<file path="src/atr_defines.svh">
/*
 * Constants of the alarm, trigger and reset register bank: register indices,
 * field positions, reset values and codes.
 * Assumes it is included by bare name by every file that needs it.
 */
`ifndef ATR_DEFINES_SVH
`define ATR_DEFINES_SVH

// ****************************************************************
// Register indices; the APB byte address is four times the index.
// ****************************************************************
`define ATR_IDX_ALARM_PIN_CONFIG 6'h1b
`define ATR_IDX_CONVERSION_TRIGGER 6'h1c
`define ATR_IDX_SOFTWARE_RESET 6'h1d
`define ATR_IDX_ALARM_STATUS 6'h1e

// ****************************************************************
// Field positions.
// ****************************************************************
`define ATR_CFG_LATCH_DIS_BIT 15
`define ATR_CFG_POLARITY_BIT 14
`define ATR_CFG_SOURCE_BIT 13
`define ATR_CFG_ENABLE_MSB 12
`define ATR_TRIG_SYNC_LOAD_BIT 1
`define ATR_TRIG_CONV_GO_BIT 0
`define ATR_SRST_MSB 3
`define ATR_STATUS_RSVD_BIT 11

// ****************************************************************
// Reset values and codes.
// ****************************************************************
`define ATR_CFG_RESET 16'h0000
`define ATR_STATUS_RESET 16'h0000
`define ATR_SRST_CODE 4'hc
`define ATR_PIN_IDLE_LEVEL 1'b1

`endif

</file>
<file path="src/atr_pkg.sv">
/*
 * Types shared by the alarm, trigger and reset register bank.
 * Assumes nothing of its surroundings.
 */
package atr_pkg;

    // ****************************************************************
    // Alarm output pin configuration, laid out as the register.
    // ****************************************************************
    typedef struct packed {
        logic alarm_latch_disable;
        logic alarm_pin_polarity;
        logic threshold_source_select;
        logic [12:0] alarm_enable;
    } atr_cfg_t;

    // ****************************************************************
    // Raw alarm conditions from the monitors.
    // ****************************************************************
    typedef struct packed {
        logic [3:0] high_limit;
        logic [7:0] misc;
        logic [3:0] internal_adc_channel;
        logic [3:0] current_sense;
    } atr_alarm_in_t;

endpackage

</file>
<file path="src/atr_alarm_status.sv">
/*
 * Alarm status flags with optional latching and the alarm output pin.
 * Assumes conditions are synchronous to sys_clk and that reads of the
 * status register arrive as a clear pulse with the value that was read.
 */
`include "atr_defines.svh"

module atr_alarm_status (
    // Clock, reset and enable.
    input wire logic sys_clk,
    input wire logic reset,
    input wire logic clk_en,
    input wire logic soft_clear,
    // Configuration.
    input wire atr_pkg::atr_cfg_t cfg,
    // Conditions and status read.
    input wire logic [15:0] cond,
    input wire logic rd_clear,
    input wire logic [15:0] rd_value,
    // Results.
    output logic [15:0] status,
    output logic alarm_output_pin
);

    logic [15:0] next_status;
    logic next_pin;
    logic [15:0] en_map;
    logic [15:0] live;
    logic active;

    // Maps each enable bit onto the status bits it covers.
    always_comb begin
        en_map = {{2{cfg.alarm_enable[12]}}, {2{cfg.alarm_enable[11]}}, 1'b0,
                  cfg.alarm_enable[10:0]};
        live = cond;
        live[`ATR_STATUS_RSVD_BIT] = 1'b0;
    end

    // Next status: live flags, or sticky flags cleared only by a read of them or by soft_clear.
    always_comb begin
        if (soft_clear) begin
            next_status = `ATR_STATUS_RESET;
        end else if (cfg.alarm_latch_disable) begin
            next_status = live;
        end else if (rd_clear) begin
            next_status = live | (status & ~rd_value);
        end else begin
            next_status = live | status;
        end
        active = |(status & en_map);
        next_pin = cfg.alarm_pin_polarity ? active : ~active;
    end

    // Registers the flags and the pin.
    always_ff @(posedge sys_clk) begin
        if (reset) begin
            status <= `ATR_STATUS_RESET;
            alarm_output_pin <= `ATR_PIN_IDLE_LEVEL;
        end else if (clk_en) begin
            status <= next_status;
            alarm_output_pin <= next_pin;
        end
    end

endmodule

</file>
<file path="src/atr_regs.sv">
/*
 * Alarm output configuration, conversion trigger and software reset
 * registers with an APB slave and the alarm status register.
 * Assumes a single clock, conditions and converter handshakes synchronous
 * to sys_clk, and an APB master that keeps the protocol.
 */
// Summary of operation
// - Latching on: flag sets on event, stays until condition gone and read.
// - Latching on: a flag is cleared before it has been read only by reset or a soft reset.
// - Latching off: a flag follows its condition, read or not.
// - Alarm pin is active low with polarity 0, active high with 1.
// - Source select 0 uses internal ADC alarms, 1 uses current sense.
// - Each enable bit lets its alarm drive the pin; cleared bit masks it.
// - Configuration resets to zero: latched, active low, ADC, all masked.
// - Writing 1 to trigger bit 1 loads all synchronous converter outputs.
// - The synchronous load bit clears itself once outputs are updated.
// - Writing 1 to trigger bit 0 starts a conversion; bit self-clears.
// - A start while the converter is not ready is ignored.
// - Code 1100 in the reset field returns the device to defaults.
// - The reset field clears itself after the reset.
// - Trigger register is write-only, resets to zero, bits 15-2 reserved.
// - Alarm status sits at index 0x1E, read-only, resets to zero.
// - Alarm pin configuration sits at index 0x1B, resets to 0x0000.
`include "atr_defines.svh"

module atr_regs (
    // Clock, reset and enable.
    input wire logic sys_clk,
    input wire logic reset,
    input wire logic clk_en,
    // APB slave.
    input wire logic [7:0] paddr,
    input wire logic psel,
    input wire logic penable,
    input wire logic pwrite,
    input wire logic [31:0] pwdata,
    output logic [31:0] prdata,
    output logic pready,
    output logic pslverr,
    // Alarm conditions from the monitors.
    input wire atr_pkg::atr_alarm_in_t alarm_in,
    // Converter control.
    input wire logic conv_ready,
    input wire logic dac_updated,
    output logic sync_output_load,
    output logic conversion_go,
    output logic threshold_source_select,
    // Device-wide reset and alarm pin.
    output logic soft_reset_pulse,
    output logic alarm_output_pin
);

    // ****************************************************************
    // Address decode.
    // ****************************************************************

    // True when the byte address selects the aligned word of a register.
    function automatic logic atr_hit(input logic [7:0] addr, input logic [5:0] idx);
        atr_hit = (addr[1:0] == 2'h0) && (addr[7:2] == idx);
    endfunction

    logic hit_cfg;
    logic hit_trig;
    logic hit_srst;
    logic hit_status;
    logic mapped;
    logic setup;
    logic access;
    logic wr_done;
    logic rd_done;

    // Phase and target of the current APB transfer.
    always_comb begin
        hit_cfg = atr_hit(paddr, `ATR_IDX_ALARM_PIN_CONFIG);
        hit_trig = atr_hit(paddr, `ATR_IDX_CONVERSION_TRIGGER);
        hit_srst = atr_hit(paddr, `ATR_IDX_SOFTWARE_RESET);
        hit_status = atr_hit(paddr, `ATR_IDX_ALARM_STATUS);
        mapped = hit_cfg | hit_trig | hit_srst | hit_status;
        setup = psel & ~penable;
        access = psel & penable;
        wr_done = access & pwrite & clk_en;
        rd_done = access & ~pwrite & clk_en;
    end

    // Zero wait states; a frozen block holds the access phase open.
    always_comb begin
        pready = clk_en;
        pslverr = access & (~mapped | (pwrite & hit_status));
    end

    // ****************************************************************
    // Registers.
    // ****************************************************************

    atr_pkg::atr_cfg_t cfg;
    atr_pkg::atr_cfg_t next_cfg;
    logic [31:0] next_prdata;
    logic srst_now;
    logic next_soft_reset_pulse;
    logic next_sync_output_load;
    logic next_conversion_go;
    logic [15:0] status;
    logic [15:0] cond;

    // Soft reset is taken only on the exact code; other codes do nothing.
    always_comb begin
        srst_now = wr_done & hit_srst &
                   (pwdata[`ATR_SRST_MSB:0] == `ATR_SRST_CODE);
        next_soft_reset_pulse = srst_now;
    end

    // Configuration writes; soft reset brings it back to zero.
    always_comb begin
        next_cfg = cfg;
        if (srst_now) begin
            next_cfg = `ATR_CFG_RESET;
        end else if (wr_done & hit_cfg) begin
            next_cfg = atr_pkg::atr_cfg_t'(pwdata[15:0]);
        end
    end

    // Read data is captured in the setup phase; write-only registers read zero.
    always_comb begin
        next_prdata = prdata;
        if (setup & ~pwrite & clk_en) begin
            next_prdata = 32'h0000_0000;
            if (hit_cfg) begin
                next_prdata = {16'h0000, cfg};
            end else if (hit_status) begin
                next_prdata = {16'h0000, status};
            end
        end
    end

    // Trigger bits: the load request stays until outputs update, a new write wins.
    always_comb begin
        next_sync_output_load = sync_output_load;
        if (srst_now) begin
            next_sync_output_load = 1'b0;
        end else if (wr_done & hit_trig & pwdata[`ATR_TRIG_SYNC_LOAD_BIT]) begin
            next_sync_output_load = 1'b1;
        end else if (dac_updated) begin
            next_sync_output_load = 1'b0;
        end
        next_conversion_go = wr_done & hit_trig & pwdata[`ATR_TRIG_CONV_GO_BIT] &
                             conv_ready & ~srst_now;
    end

    // Registers all control state.
    always_ff @(posedge sys_clk) begin
        if (reset) begin
            cfg <= `ATR_CFG_RESET;
            prdata <= 32'h0000_0000;
            soft_reset_pulse <= 1'b0;
            sync_output_load <= 1'b0;
            conversion_go <= 1'b0;
        end else if (clk_en) begin
            cfg <= next_cfg;
            prdata <= next_prdata;
            soft_reset_pulse <= next_soft_reset_pulse;
            sync_output_load <= next_sync_output_load;
            conversion_go <= next_conversion_go;
        end
    end

    // ****************************************************************
    // Alarm sources and status.
    // ****************************************************************

    // Threshold alarms come from the ADC channels or the current sense.
    always_comb begin
        cond = {alarm_in.high_limit, alarm_in.misc,
                cfg.threshold_source_select ? alarm_in.current_sense
                                            : alarm_in.internal_adc_channel};
        threshold_source_select = cfg.threshold_source_select;
    end

    atr_alarm_status u_status (
        .sys_clk(sys_clk),
        .reset(reset),
        .clk_en(clk_en),
        .soft_clear(srst_now),
        .cfg(cfg),
        .cond(cond),
        .rd_clear(rd_done & hit_status),
        .rd_value(prdata[15:0]),
        .status(status),
        .alarm_output_pin(alarm_output_pin)
    );

    logic [15:0] en_map;

    // Enable bits spread over the status bits, for the pin check.
    always_comb begin
        en_map = {{2{cfg.alarm_enable[12]}}, {2{cfg.alarm_enable[11]}}, 1'b0,
                  cfg.alarm_enable[10:0]};
    end
endmodule

</file>
<file path="config.mk">
export PLATFORM = sky130hd
export DESIGN_NAME = atr_regs
export DESIGN_NICKNAME = d
export VERILOG_FILES = /design/src/atr_pkg.sv /design/src/atr_alarm_status.sv /design/src/atr_regs.sv
export VERILOG_INCLUDE_DIRS = /design/src
export SDC_FILE = /design/constraint.sdc
export NUM_CORES = 1
export LEC_CHECK = 0
export BUFFER_PORTS_ARGS = -buffer_cell sky130_fd_sc_hd__buf_2
export CORE_ASPECT_RATIO = 1.1
export CORE_UTILIZATION = 52
export CTS_CLUSTER_SIZE = 28
export DETAILED_ROUTE_END_ITERATION = 16
export HOLD_SLACK_MARGIN = 0.08
export PLACE_DENSITY_LB_ADDON = 0.3
export SLEW_MARGIN = 20
export SYNTH_ARGS = -nofsm -noshare
export SYNTH_HDL_FRONTEND = slang
export SYNTH_SLANG_ARGS = --single-unit
export TNS_END_PERCENT = 20
</file>
<file path="constraint.sdc">
create_clock -name sys_clk -period 4.3 [get_ports sys_clk]
set_input_delay 0.43 -clock sys_clk [delete_from_list [all_inputs] [get_ports sys_clk]]
set_output_delay 0.43 -clock sys_clk [all_outputs]
set_load 0.01 [all_outputs]
</file>
==> flow_results.org, run 1 <==
** Logic synthesis
- Of the synthesized area, sequential elements account for 0.400.
- Avg Cell Area, Syn :: 9.49 um^2
- Total number of yosys warnings :: 0
- The commonest cells after synthesis are sky130_fd_sc_hd__dfxtp_1, sky130_fd_sc_hd__nor2_1, sky130_fd_sc_hd__a22o_1, sky130_fd_sc_hd__a22oi_1.
- Number of cells produced by synthesis :: 274
- Cell with the most instances after synthesis :: sky130_fd_sc_hd__dfxtp_1
- Number of register bits inferred by synthesis :: 52
- Of all cell types, the one taking the most synthesized area is sky130_fd_sc_hd__dfxtp_1.
- Counting flops with a built-in enable in the synthesized netlist gives 0.
- Post-synthesis instance area :: 0.00260 mm^2
- In this run, distinct cell masters in the synthesized netlist total 38.
- Counting flops with an async set or reset pin after synthesis yields a share of 0.
- Share of the synthesized area in the top cell type :: 0.400
- The most used flip-flop cell after synthesis is sky130_fd_sc_hd__dfxtp_1.
- Ranked by total cell area, the synthesized netlist is headed by sky130_fd_sc_hd__dfxtp_1, sky130_fd_sc_hd__a22o_1, sky130_fd_sc_hd__mux2i_1, sky130_fd_sc_hd__a22oi_1, sky130_fd_sc_hd__buf_4.

** Placement
- The congestion estimate from routability-driven global placement came to 0.834.
- Number of cells in the design after placement :: 386
- Number of buffers added on ports :: 73
- Detailed placement finished with a half-perimeter wire length of 4.39 mm.
- Summing all placed instances gives a cell area of 0.00289 mm^2.

** Routing
- Mean number of vias per cell :: 5.81
- The first routing iteration left 219 violations.
- Remaining DRCs :: 0
- Average routed wire per standard cell :: 15.8 um
- In this run the remaining antenna-violating nets after routing total 0.
- Summing over every cut layer, the via total after detailed routing is 2289.
- Number of iterations in the first detailed-routing pass :: 4
- WL final :: 6.22 mm

** Global route
- Pin count of the biggest net entering global routing :: 26
- Sum of overflow across all layers after global routing :: 0
- The number of antenna violations at the first check in global routing is 0.
- The first global-routing pass estimated 10.3 mm of wire.
- Total GRT Usage :: 0.242
- Number of global-route vias before repair :: 2075

** STA
- Final Slew Violations :: 0
- Setup violations remaining at the end of the flow were counted as 0.
- Timing would allow up to 447 MHz.
- Sum of negative setup slack :: 0 ns
- Hold Vio Cnt, Final :: 0
- At the pin with the least slew margin, the transition time is 0.968 ns.
- Period minus WS final :: 2.24 ns
- Setup repair after global routing left no endpoint under its margin.
- Slew HR :: 0.350
- Final clock skew :: 0.00749 ns
- Post-route fraction of the period consumed by the critical path :: 0.520

** Critical path
- The cell family contributing the most delay on the critical path is simple AND/OR/NAND/NOR gates.
- Delay of the slowest critical-path stage :: 0.96 ns
- Crit. End Element :: flop
- Peak fanout along the critical path :: 17
- Max stage delay cell, worst path :: sky130_fd_sc_hd__nor4_4
- CP Data Required Time :: 4.55 ns
- Critical path class :: in -> reg
- Cell repeated most along the worst path :: sky130_fd_sc_hd__nor2_1
- Crit path DAT :: 2.49 ns
- The number of buffers and inverters on the critical path is 1.
- The worst setup path is launched from an input pin.
- The signal on the critical path passes through buf_2 -> nor2_1 -> nand3_1 -> nor4_4 -> a22oi_1 -> nor2_1.

** Pwr
- Power comes to 0.893 mW.
- Across the VDD grid, the largest voltage drop is 0.189 mV.
- Leakage power :: 1.42 nW
- Dividing total power by cell area gives a power density of 300 mW/mm^2.

** Floorplan
- The initial utilization of the core area, before any placement, comes to 0.551.
- The floorplan step defined a die boundary enclosing 0.00529 mm^2.
- In this run the vertical extent of the chip is 76.2 um.
- For this design the top-level I/O count stands at 107.
- The core region is 0.00472 mm^2.
- Number of core rows :: 26
- Chip Width :: 69.4 um

** Final layout
- Post-layout nets :: 405
- The finished layout holds 394 standard cells, fillers aside.
- The number of antenna diodes in the final layout is 0.
- Layout cell share with drive strength beyond 1 :: 0.299
- After filler insertion, the fill cell instance count of the layout stands at 429.
- Summing all multi-input logic gate instances after layout gives 0.00138 mm^2.
- Sequential cell area in the final layout :: 0.00104 mm^2
- Synthesis-to-finish area growth :: 14.6%
- The finished cells cover 0.00298 mm^2.

** Clocking
- CTS hold repair buffers :: 0
- Clk sink count :: 52
- Gates resized during post-CTS repair numbered 0.
- Latest clock arrival within the worst-skew pair :: 0.31 ns
- After clock tree synthesis, the clock-pin slew on the worst setup and hold paths is 0.10 ns.
- In this run the number of H-tree levels came out at 2.
- No sink is reached through more buffers than the 2 on the longest clock path.
- TritonCTS built the clock tree.
- Buffer count from post-CTS setup fixing :: 0
- CTS root buf :: sky130_fd_sc_hd__clkbuf_8
- Counting the buffers created by CTS gives 5.

** Min path
- Kind of path behind the tightest hold check :: in -> reg

** Job
- Across the run, the number of max-cap violations was 0.

** Run status
- The run finished with clean final reports.
[worst paths after layout]
kind | slack, ns | cells past startpoint | start | to
min reg2reg | 0.45 | 1 | u_status.status[11]$_SDFFE_PP0P_ | u_status.status[11]$_SDFFE_PP0P_
max reg2reg | 2.60 | 3 | cfg[15]$_SDFFE_PP0P_ | u_status.status[2]$_SDFFE_PP0P_
min | 0.33 | 2 | alarm_in[14] | u_status.status[10]$_SDFFE_PP0P_
max | 2.06 | 6 | penable | prdata[10]$_SDFFE_PP0P_
[sequential cells by signal, indices dropped and copies added, names as in the netlist]
name and count:
u_status.alarm_output_pin 1, cfg 15, u_status.status 16, sync_output_load 1
conversion_go 1, soft_reset_pulse 1, prdata 16, threshold_source_select 1
[kinds of logic (layout without fill, tap and decap cells)]
logic type | count (synthesis) | in the layout | synth area share
mux | 20 | 20 | 0.0770
buf+inv | 37 | 86 | 0.0905
compound gates | 86 | 86 | 0.257
simple gates | 78 | 78 | 0.173
other cells | 1 | 16 | 0.00144
flops | 52 | 52 | 0.400
[through the flow]
| step | hold slack [ns] | utilization | worst slack [ns] |
|---|---|---|---|
| 4_1_cts | 0.333 | 0.632 | 2.11 |
| 5_1_grt | 0.332 | 0.632 | 1.91 |
| 3_5_place_dp | 0.438 | 0.612 | 1.79 |
| 2_1_floorplan | 0.424 | - | 2.44 |
| 6_report | 0.329 | 0.632 | 2.06 |
| 3_3_place_gp | 0.430 | 0.612 | 1.85 |
[layer usage]
metal / GRT usage / vias to the layer above / share of wire / wire length, um
li1: - / 1101 / - / -
met3: 0.0437 / 8 / 0.060 / 376
met5: 0 / - / 0 / 0
met4: 0.0673 / 0 / 0.0097 / 60
met2: 0.398 / 93 / 0.48 / 3000
met1: 0.324 / 1087 / 0.45 / 2780
[report_power, final]
part | switching (mW) | total (mW) | internal [mW] | leakage, nW
combinational | 0.0555 | 0.102 | 0.0466 | 0.953
clock | 0.170 | 0.286 | 0.116 | 0.0404
sequential | 0.0115 | 0.505 | 0.494 | 0.422
[area by class of cell]
cell class | count | area share
Clock buffer | 5 | 0.0231
Clock inverter | 3 | 0.00798
Inverter | 2 | 0.00252
Multi-Input combinational cell | 200 | 0.463
Sequential cell | 52 | 0.349
Tap cell | 56 | 0.0235
Timing Repair Buffer | 76 | 0.130
[layout by cell type (no fill, tap or decap), types with 7 or more instances in the layout]
cell                      synthesis  final
sky130_fd_sc_hd__a22o_1          27     27
sky130_fd_sc_hd__a22oi_1         22     22
sky130_fd_sc_hd__mux2i_1         20     20
sky130_fd_sc_hd__buf_2            4     73
sky130_fd_sc_hd__dfxtp_1         52     52
sky130_fd_sc_hd__conb_1           1     16
sky130_fd_sc_hd__nand2_1          7      7
sky130_fd_sc_hd__nor2_1          36     36
sky130_fd_sc_hd__nand3_1         15     15
sky130_fd_sc_hd__o21ai_0          9      9
sky130_fd_sc_hd__a21o_1          10     10
Note: power is estimated with default switching activity, not from simulation.
==> run 2, diff against run 1 <==
--- a/config.mk
+++ b/config.mk
@@ -8,7 +8,7 @@
 export LEC_CHECK = 0
 export BUFFER_PORTS_ARGS = -buffer_cell sky130_fd_sc_hd__buf_2
 export CORE_ASPECT_RATIO = 1.1
-export CORE_UTILIZATION = 52
+export CORE_UTILIZATION = 43
 export CTS_CLUSTER_SIZE = 28
 export DETAILED_ROUTE_END_ITERATION = 16
 export HOLD_SLACK_MARGIN = 0.08
==> constraint.sdc (replaced) <==
create_clock -name sys_clk -period 1.96 [get_ports sys_clk]
set_input_delay 0.196 -clock sys_clk [delete_from_list [all_inputs] [get_ports sys_clk]]
set_output_delay 0.196 -clock sys_clk [all_outputs]
set_load 0.01 [all_outputs]
==> flow_results.org, run 2 (synthesis gave the netlist of run 1 again) <==
** Routing
- The mean routed wirelength per cell was 15.1 um (-4.1%).
- Number of iterations in the first detailed-routing pass :: 4 (unchanged)
- Violation count after the first detailed-route iteration :: 142 (-35%)
- The number of nets with antenna violations after routing was 0 (unchanged).
- The detailed-route DRC error count is 0 (unchanged).
- The aggregate routed wire length was 6.46 mm (+3.9%).
- The total via count in the routed design was 2286 (-0.13%).
- Mean number of vias per cell :: 5.35 (-7.8%)

** Floorplan
- Die outline area :: 0.00636 mm^2 (+20%)
- The number of rows created at floorplan came to 29 (+12%).
- The die outline width came to 76.1 um (+9.7%).
- Number of top-level pins :: 107 (unchanged)
- The area of the placeable core was 0.00581 mm^2 (+23%).
- Overall die height :: 83.6 um (+9.7%)
- The effective utilization at floorplan was 0.448 (-0.103).

** Global route
- Number of global-route vias before repair :: 2142 (+3.2%)
- The overall fraction of global-route tracks in use was 0.211 (-0.0311).
- Wire length of the first global-routing pass :: 10.6 mm (+3.4%)
- Sum of overflow across all layers after global routing :: 0 (unchanged)
- Pin count of the biggest net entering global routing :: 25 (-3.8%)
- The number of antenna violations at the first check in global routing is 0 (unchanged).

** Critical path
- Worst setup SP type :: input pin
- Critical path class :: in -> reg
- STA classifies the critical path endpoint as a flop.
- Peak fanout along the critical path :: 9 (-8)
- FF-to-FF End :: u_status.alarm_output_pin$_SDFFE_PP1P_
- Crit path DAT :: 1.73 ns (-0.76 ns)
- CP startpoint :: paddr[7]
- CP Data Required Time :: 2.16 ns (-2.39 ns)
- The cell count of the worst reg-to-reg path came to 5 (+2).
- Startpoint of the most critical register-to-register path :: u_status.status[8]$_SDFFE_PP0P_
- The internal reg-to-reg setup slack is 0.44 ns (-2.16 ns).

** Clocking
- The number of hold buffers added after CTS was 0 (unchanged).
- The insertion delay of the later-clocked pin in the worst-skew pair is 0.31 ns (about the same).
- Number of clock buffers inserted by TritonCTS :: 5 (unchanged)
- Buffer count from post-CTS setup fixing :: 0 (unchanged)
- Clock-pin slew of the registers on the worst-case setup and hold paths :: 0.10 ns (about the same)
- CTS root buf :: sky130_fd_sc_hd__clkbuf_8
- The maximum clock path buffer count was 2 (unchanged).
- Number of H-tree levels :: 2 (unchanged)
- The post-cts resize count is 0 (unchanged).
- Clk sink count :: 52 (unchanged)
- TritonCTS built the clock tree.

** Pwr
- Sequential cell fraction of total power :: 0.557 (-0.009)
- The clock share of power came to 0.327 (+0.007).
- The worst supply voltage drop on vdd was 0.413 mV (+120%).
- Power density over the cells :: 642 mW/mm^2 (+110%)
- The switching power of the nets was 0.509 mW (+110%).
- Switching part of the total power :: 0.256 (-0.00966)
- Internal portion of total power :: 1.48 mW (+130%)
- Leakage power :: 1.49 nW (+5.1%)
- Combinational cell fraction of total power :: 0.116 (+0.002)

** Final layout
- Most common cell after layout, fill and taps aside :: sky130_fd_sc_hd__buf_2
- The largest registers in the layout are prdata (16), u_status.status (16), cfg (15).
- Most used cells in the layout excluding fill and tap cells :: sky130_fd_sc_hd__buf_2, sky130_fd_sc_hd__dfxtp_1, sky130_fd_sc_hd__nor2_1
- The proportion of layout cells with a drive suffix above 1 is 0.323 (+0.0240).
- Final design instance area without fill :: 0.00310 mm^2 (+4.0%)
- Antenna cells :: 0 (unchanged)
- The number of fill cells in the layout is 559 (+30%).
- Synthesis-to-finish area growth :: 19.2%
- Post-layout nets :: 417 (+3.0%)

** Placement
- Routability congestion estimate :: 0.773 (-7.2%)
- Number of buffers added on ports :: 73 (unchanged)
- Dpl hpwl :: 4.67 mm (+6.3%)
- Cell area after placement :: 0.00300 mm^2 (+4.0%)

** STA
- Hold Vio Cnt, Final :: 0 (unchanged)
- Post-route fraction of the period consumed by the critical path :: 0.781
- Post-route worst hold slack :: 0.108 ns (-0.221 ns)
- Final clock skew :: 0.0105 ns (+0.00296 ns)
- The count of final setup violators is 0 (unchanged).
- Based on the critical path, the design can be clocked at up to 653 MHz.
- Transition at the pin with the smallest max-transition slack :: 1.01 ns (+0.0371 ns)
- The final total negative setup slack came to 0 ns (unchanged).
- Unrepaired setup endpoints after global routing :: no
- The worst slew margin relative to its limit came to 0.327 (-0.0224).
- Period minus WS final :: 1.53 ns
- Final Slew Violations :: 0 (unchanged)

** Min path
- The worst hold path terminates at u_status.status[12]$_SDFFE_PP0P_.
- Kind of path behind the tightest hold check :: in -> reg
- The worst hold path begins at alarm_in[16].
- The cell count of the worst hold path came to 2 (unchanged).

** Run status
- Outcome :: finished clean

** Job
- The number of maximum-capacitance violations is 0 (unchanged).
run 2: changes by cell type in the layout (fill, tap and decap cells not counted), sizes merged:
cell / delta
clkinvlp: -2
inv: +1
clkbuf: +1
buf: +12
run 2: layout make-up:
cell class                      count  area (um^2)  area share
Clock buffer                        6         82.6      0.0266
Clock inverter                      2         13.8     0.00444
Inverter                            2         7.51     0.00242
Multi-Input combinational cell    200         1380       0.445
Sequential cell                    52         1040       0.336
Tap cell                           77         96.3      0.0311
Timing Repair Buffer               88          478       0.154
run 2: stage by stage:
step / util / cells / setup slack (ns) / total power, mW
CTS: 0.534 / 427 / 0.427 / 2.00
detailed placement: 0.517 / 419 / 0.101 / 1.36
global placement: 0.517 / 419 / 0.147 / 1.36
global route: 0.534 / 427 / 0.260 / 2.07
finish: 0.534 / 427 / 0.429 / 1.99
floorplan: - / 289 / 0.402 / 1.29
run 2: worst max-delay path by stage:
| stage | cells past startpoint | slack (ns) | to |
|---|---|---|---|
| 2_1_floorplan | 5 | 0.40 | u_status.status[0]$_SDFFE_PP0P_ |
| 3_3_place_gp | 7 | 0.15 | u_status.status[9]$_SDFFE_PP0P_ |
| 3_5_place_dp | 7 | 0.10 | u_status.status[13]$_SDFFE_PP0P_ |
| 4_1_cts | 7 | 0.43 | u_status.status[9]$_SDFFE_PP0P_ |
| 5_1_grt | 5 | 0.26 | u_status.alarm_output_pin$_SDFFE_PP1P_ |
| 6_report | 7 | 0.43 | u_status.status[9]$_SDFFE_PP0P_ |
run 2: power groups by stage:
| stage | registers [mW] | logic (mW) | clock network (mW) |
|---|---|---|---|
| floorplan | 1.12 | 0.164 | 0 |
| global placement | 1.13 | 0.226 | 0 |
| detailed placement | 1.13 | 0.230 | 0 |
| CTS | 1.11 | 0.232 | 0.662 |
| global route | 1.11 | 0.253 | 0.702 |
| finish | 1.11 | 0.231 | 0.650 |
run 2: critical path: stages:
cell and delay [ns]:
sky130_fd_sc_hd__buf_2 0.10, sky130_fd_sc_hd__nand4bb_4 0.29, sky130_fd_sc_hd__nor3b_4 0.47, sky130_fd_sc_hd__buf_4 0.23, sky130_fd_sc_hd__nand3_1 0.08, sky130_fd_sc_hd__a21o_1 0.19
sky130_fd_sc_hd__a22o_1 0.17
run 2: layer usage:
layer / track usage / vias up / share of wire
met4: 0.0787 / 0 / 0.020
met3: 0.0415 / 11 / 0.055
met5: 0 / - / 0
li1: - / 1130 / -
met1: 0.270 / 1066 / 0.45
met2: 0.350 / 79 / 0.47
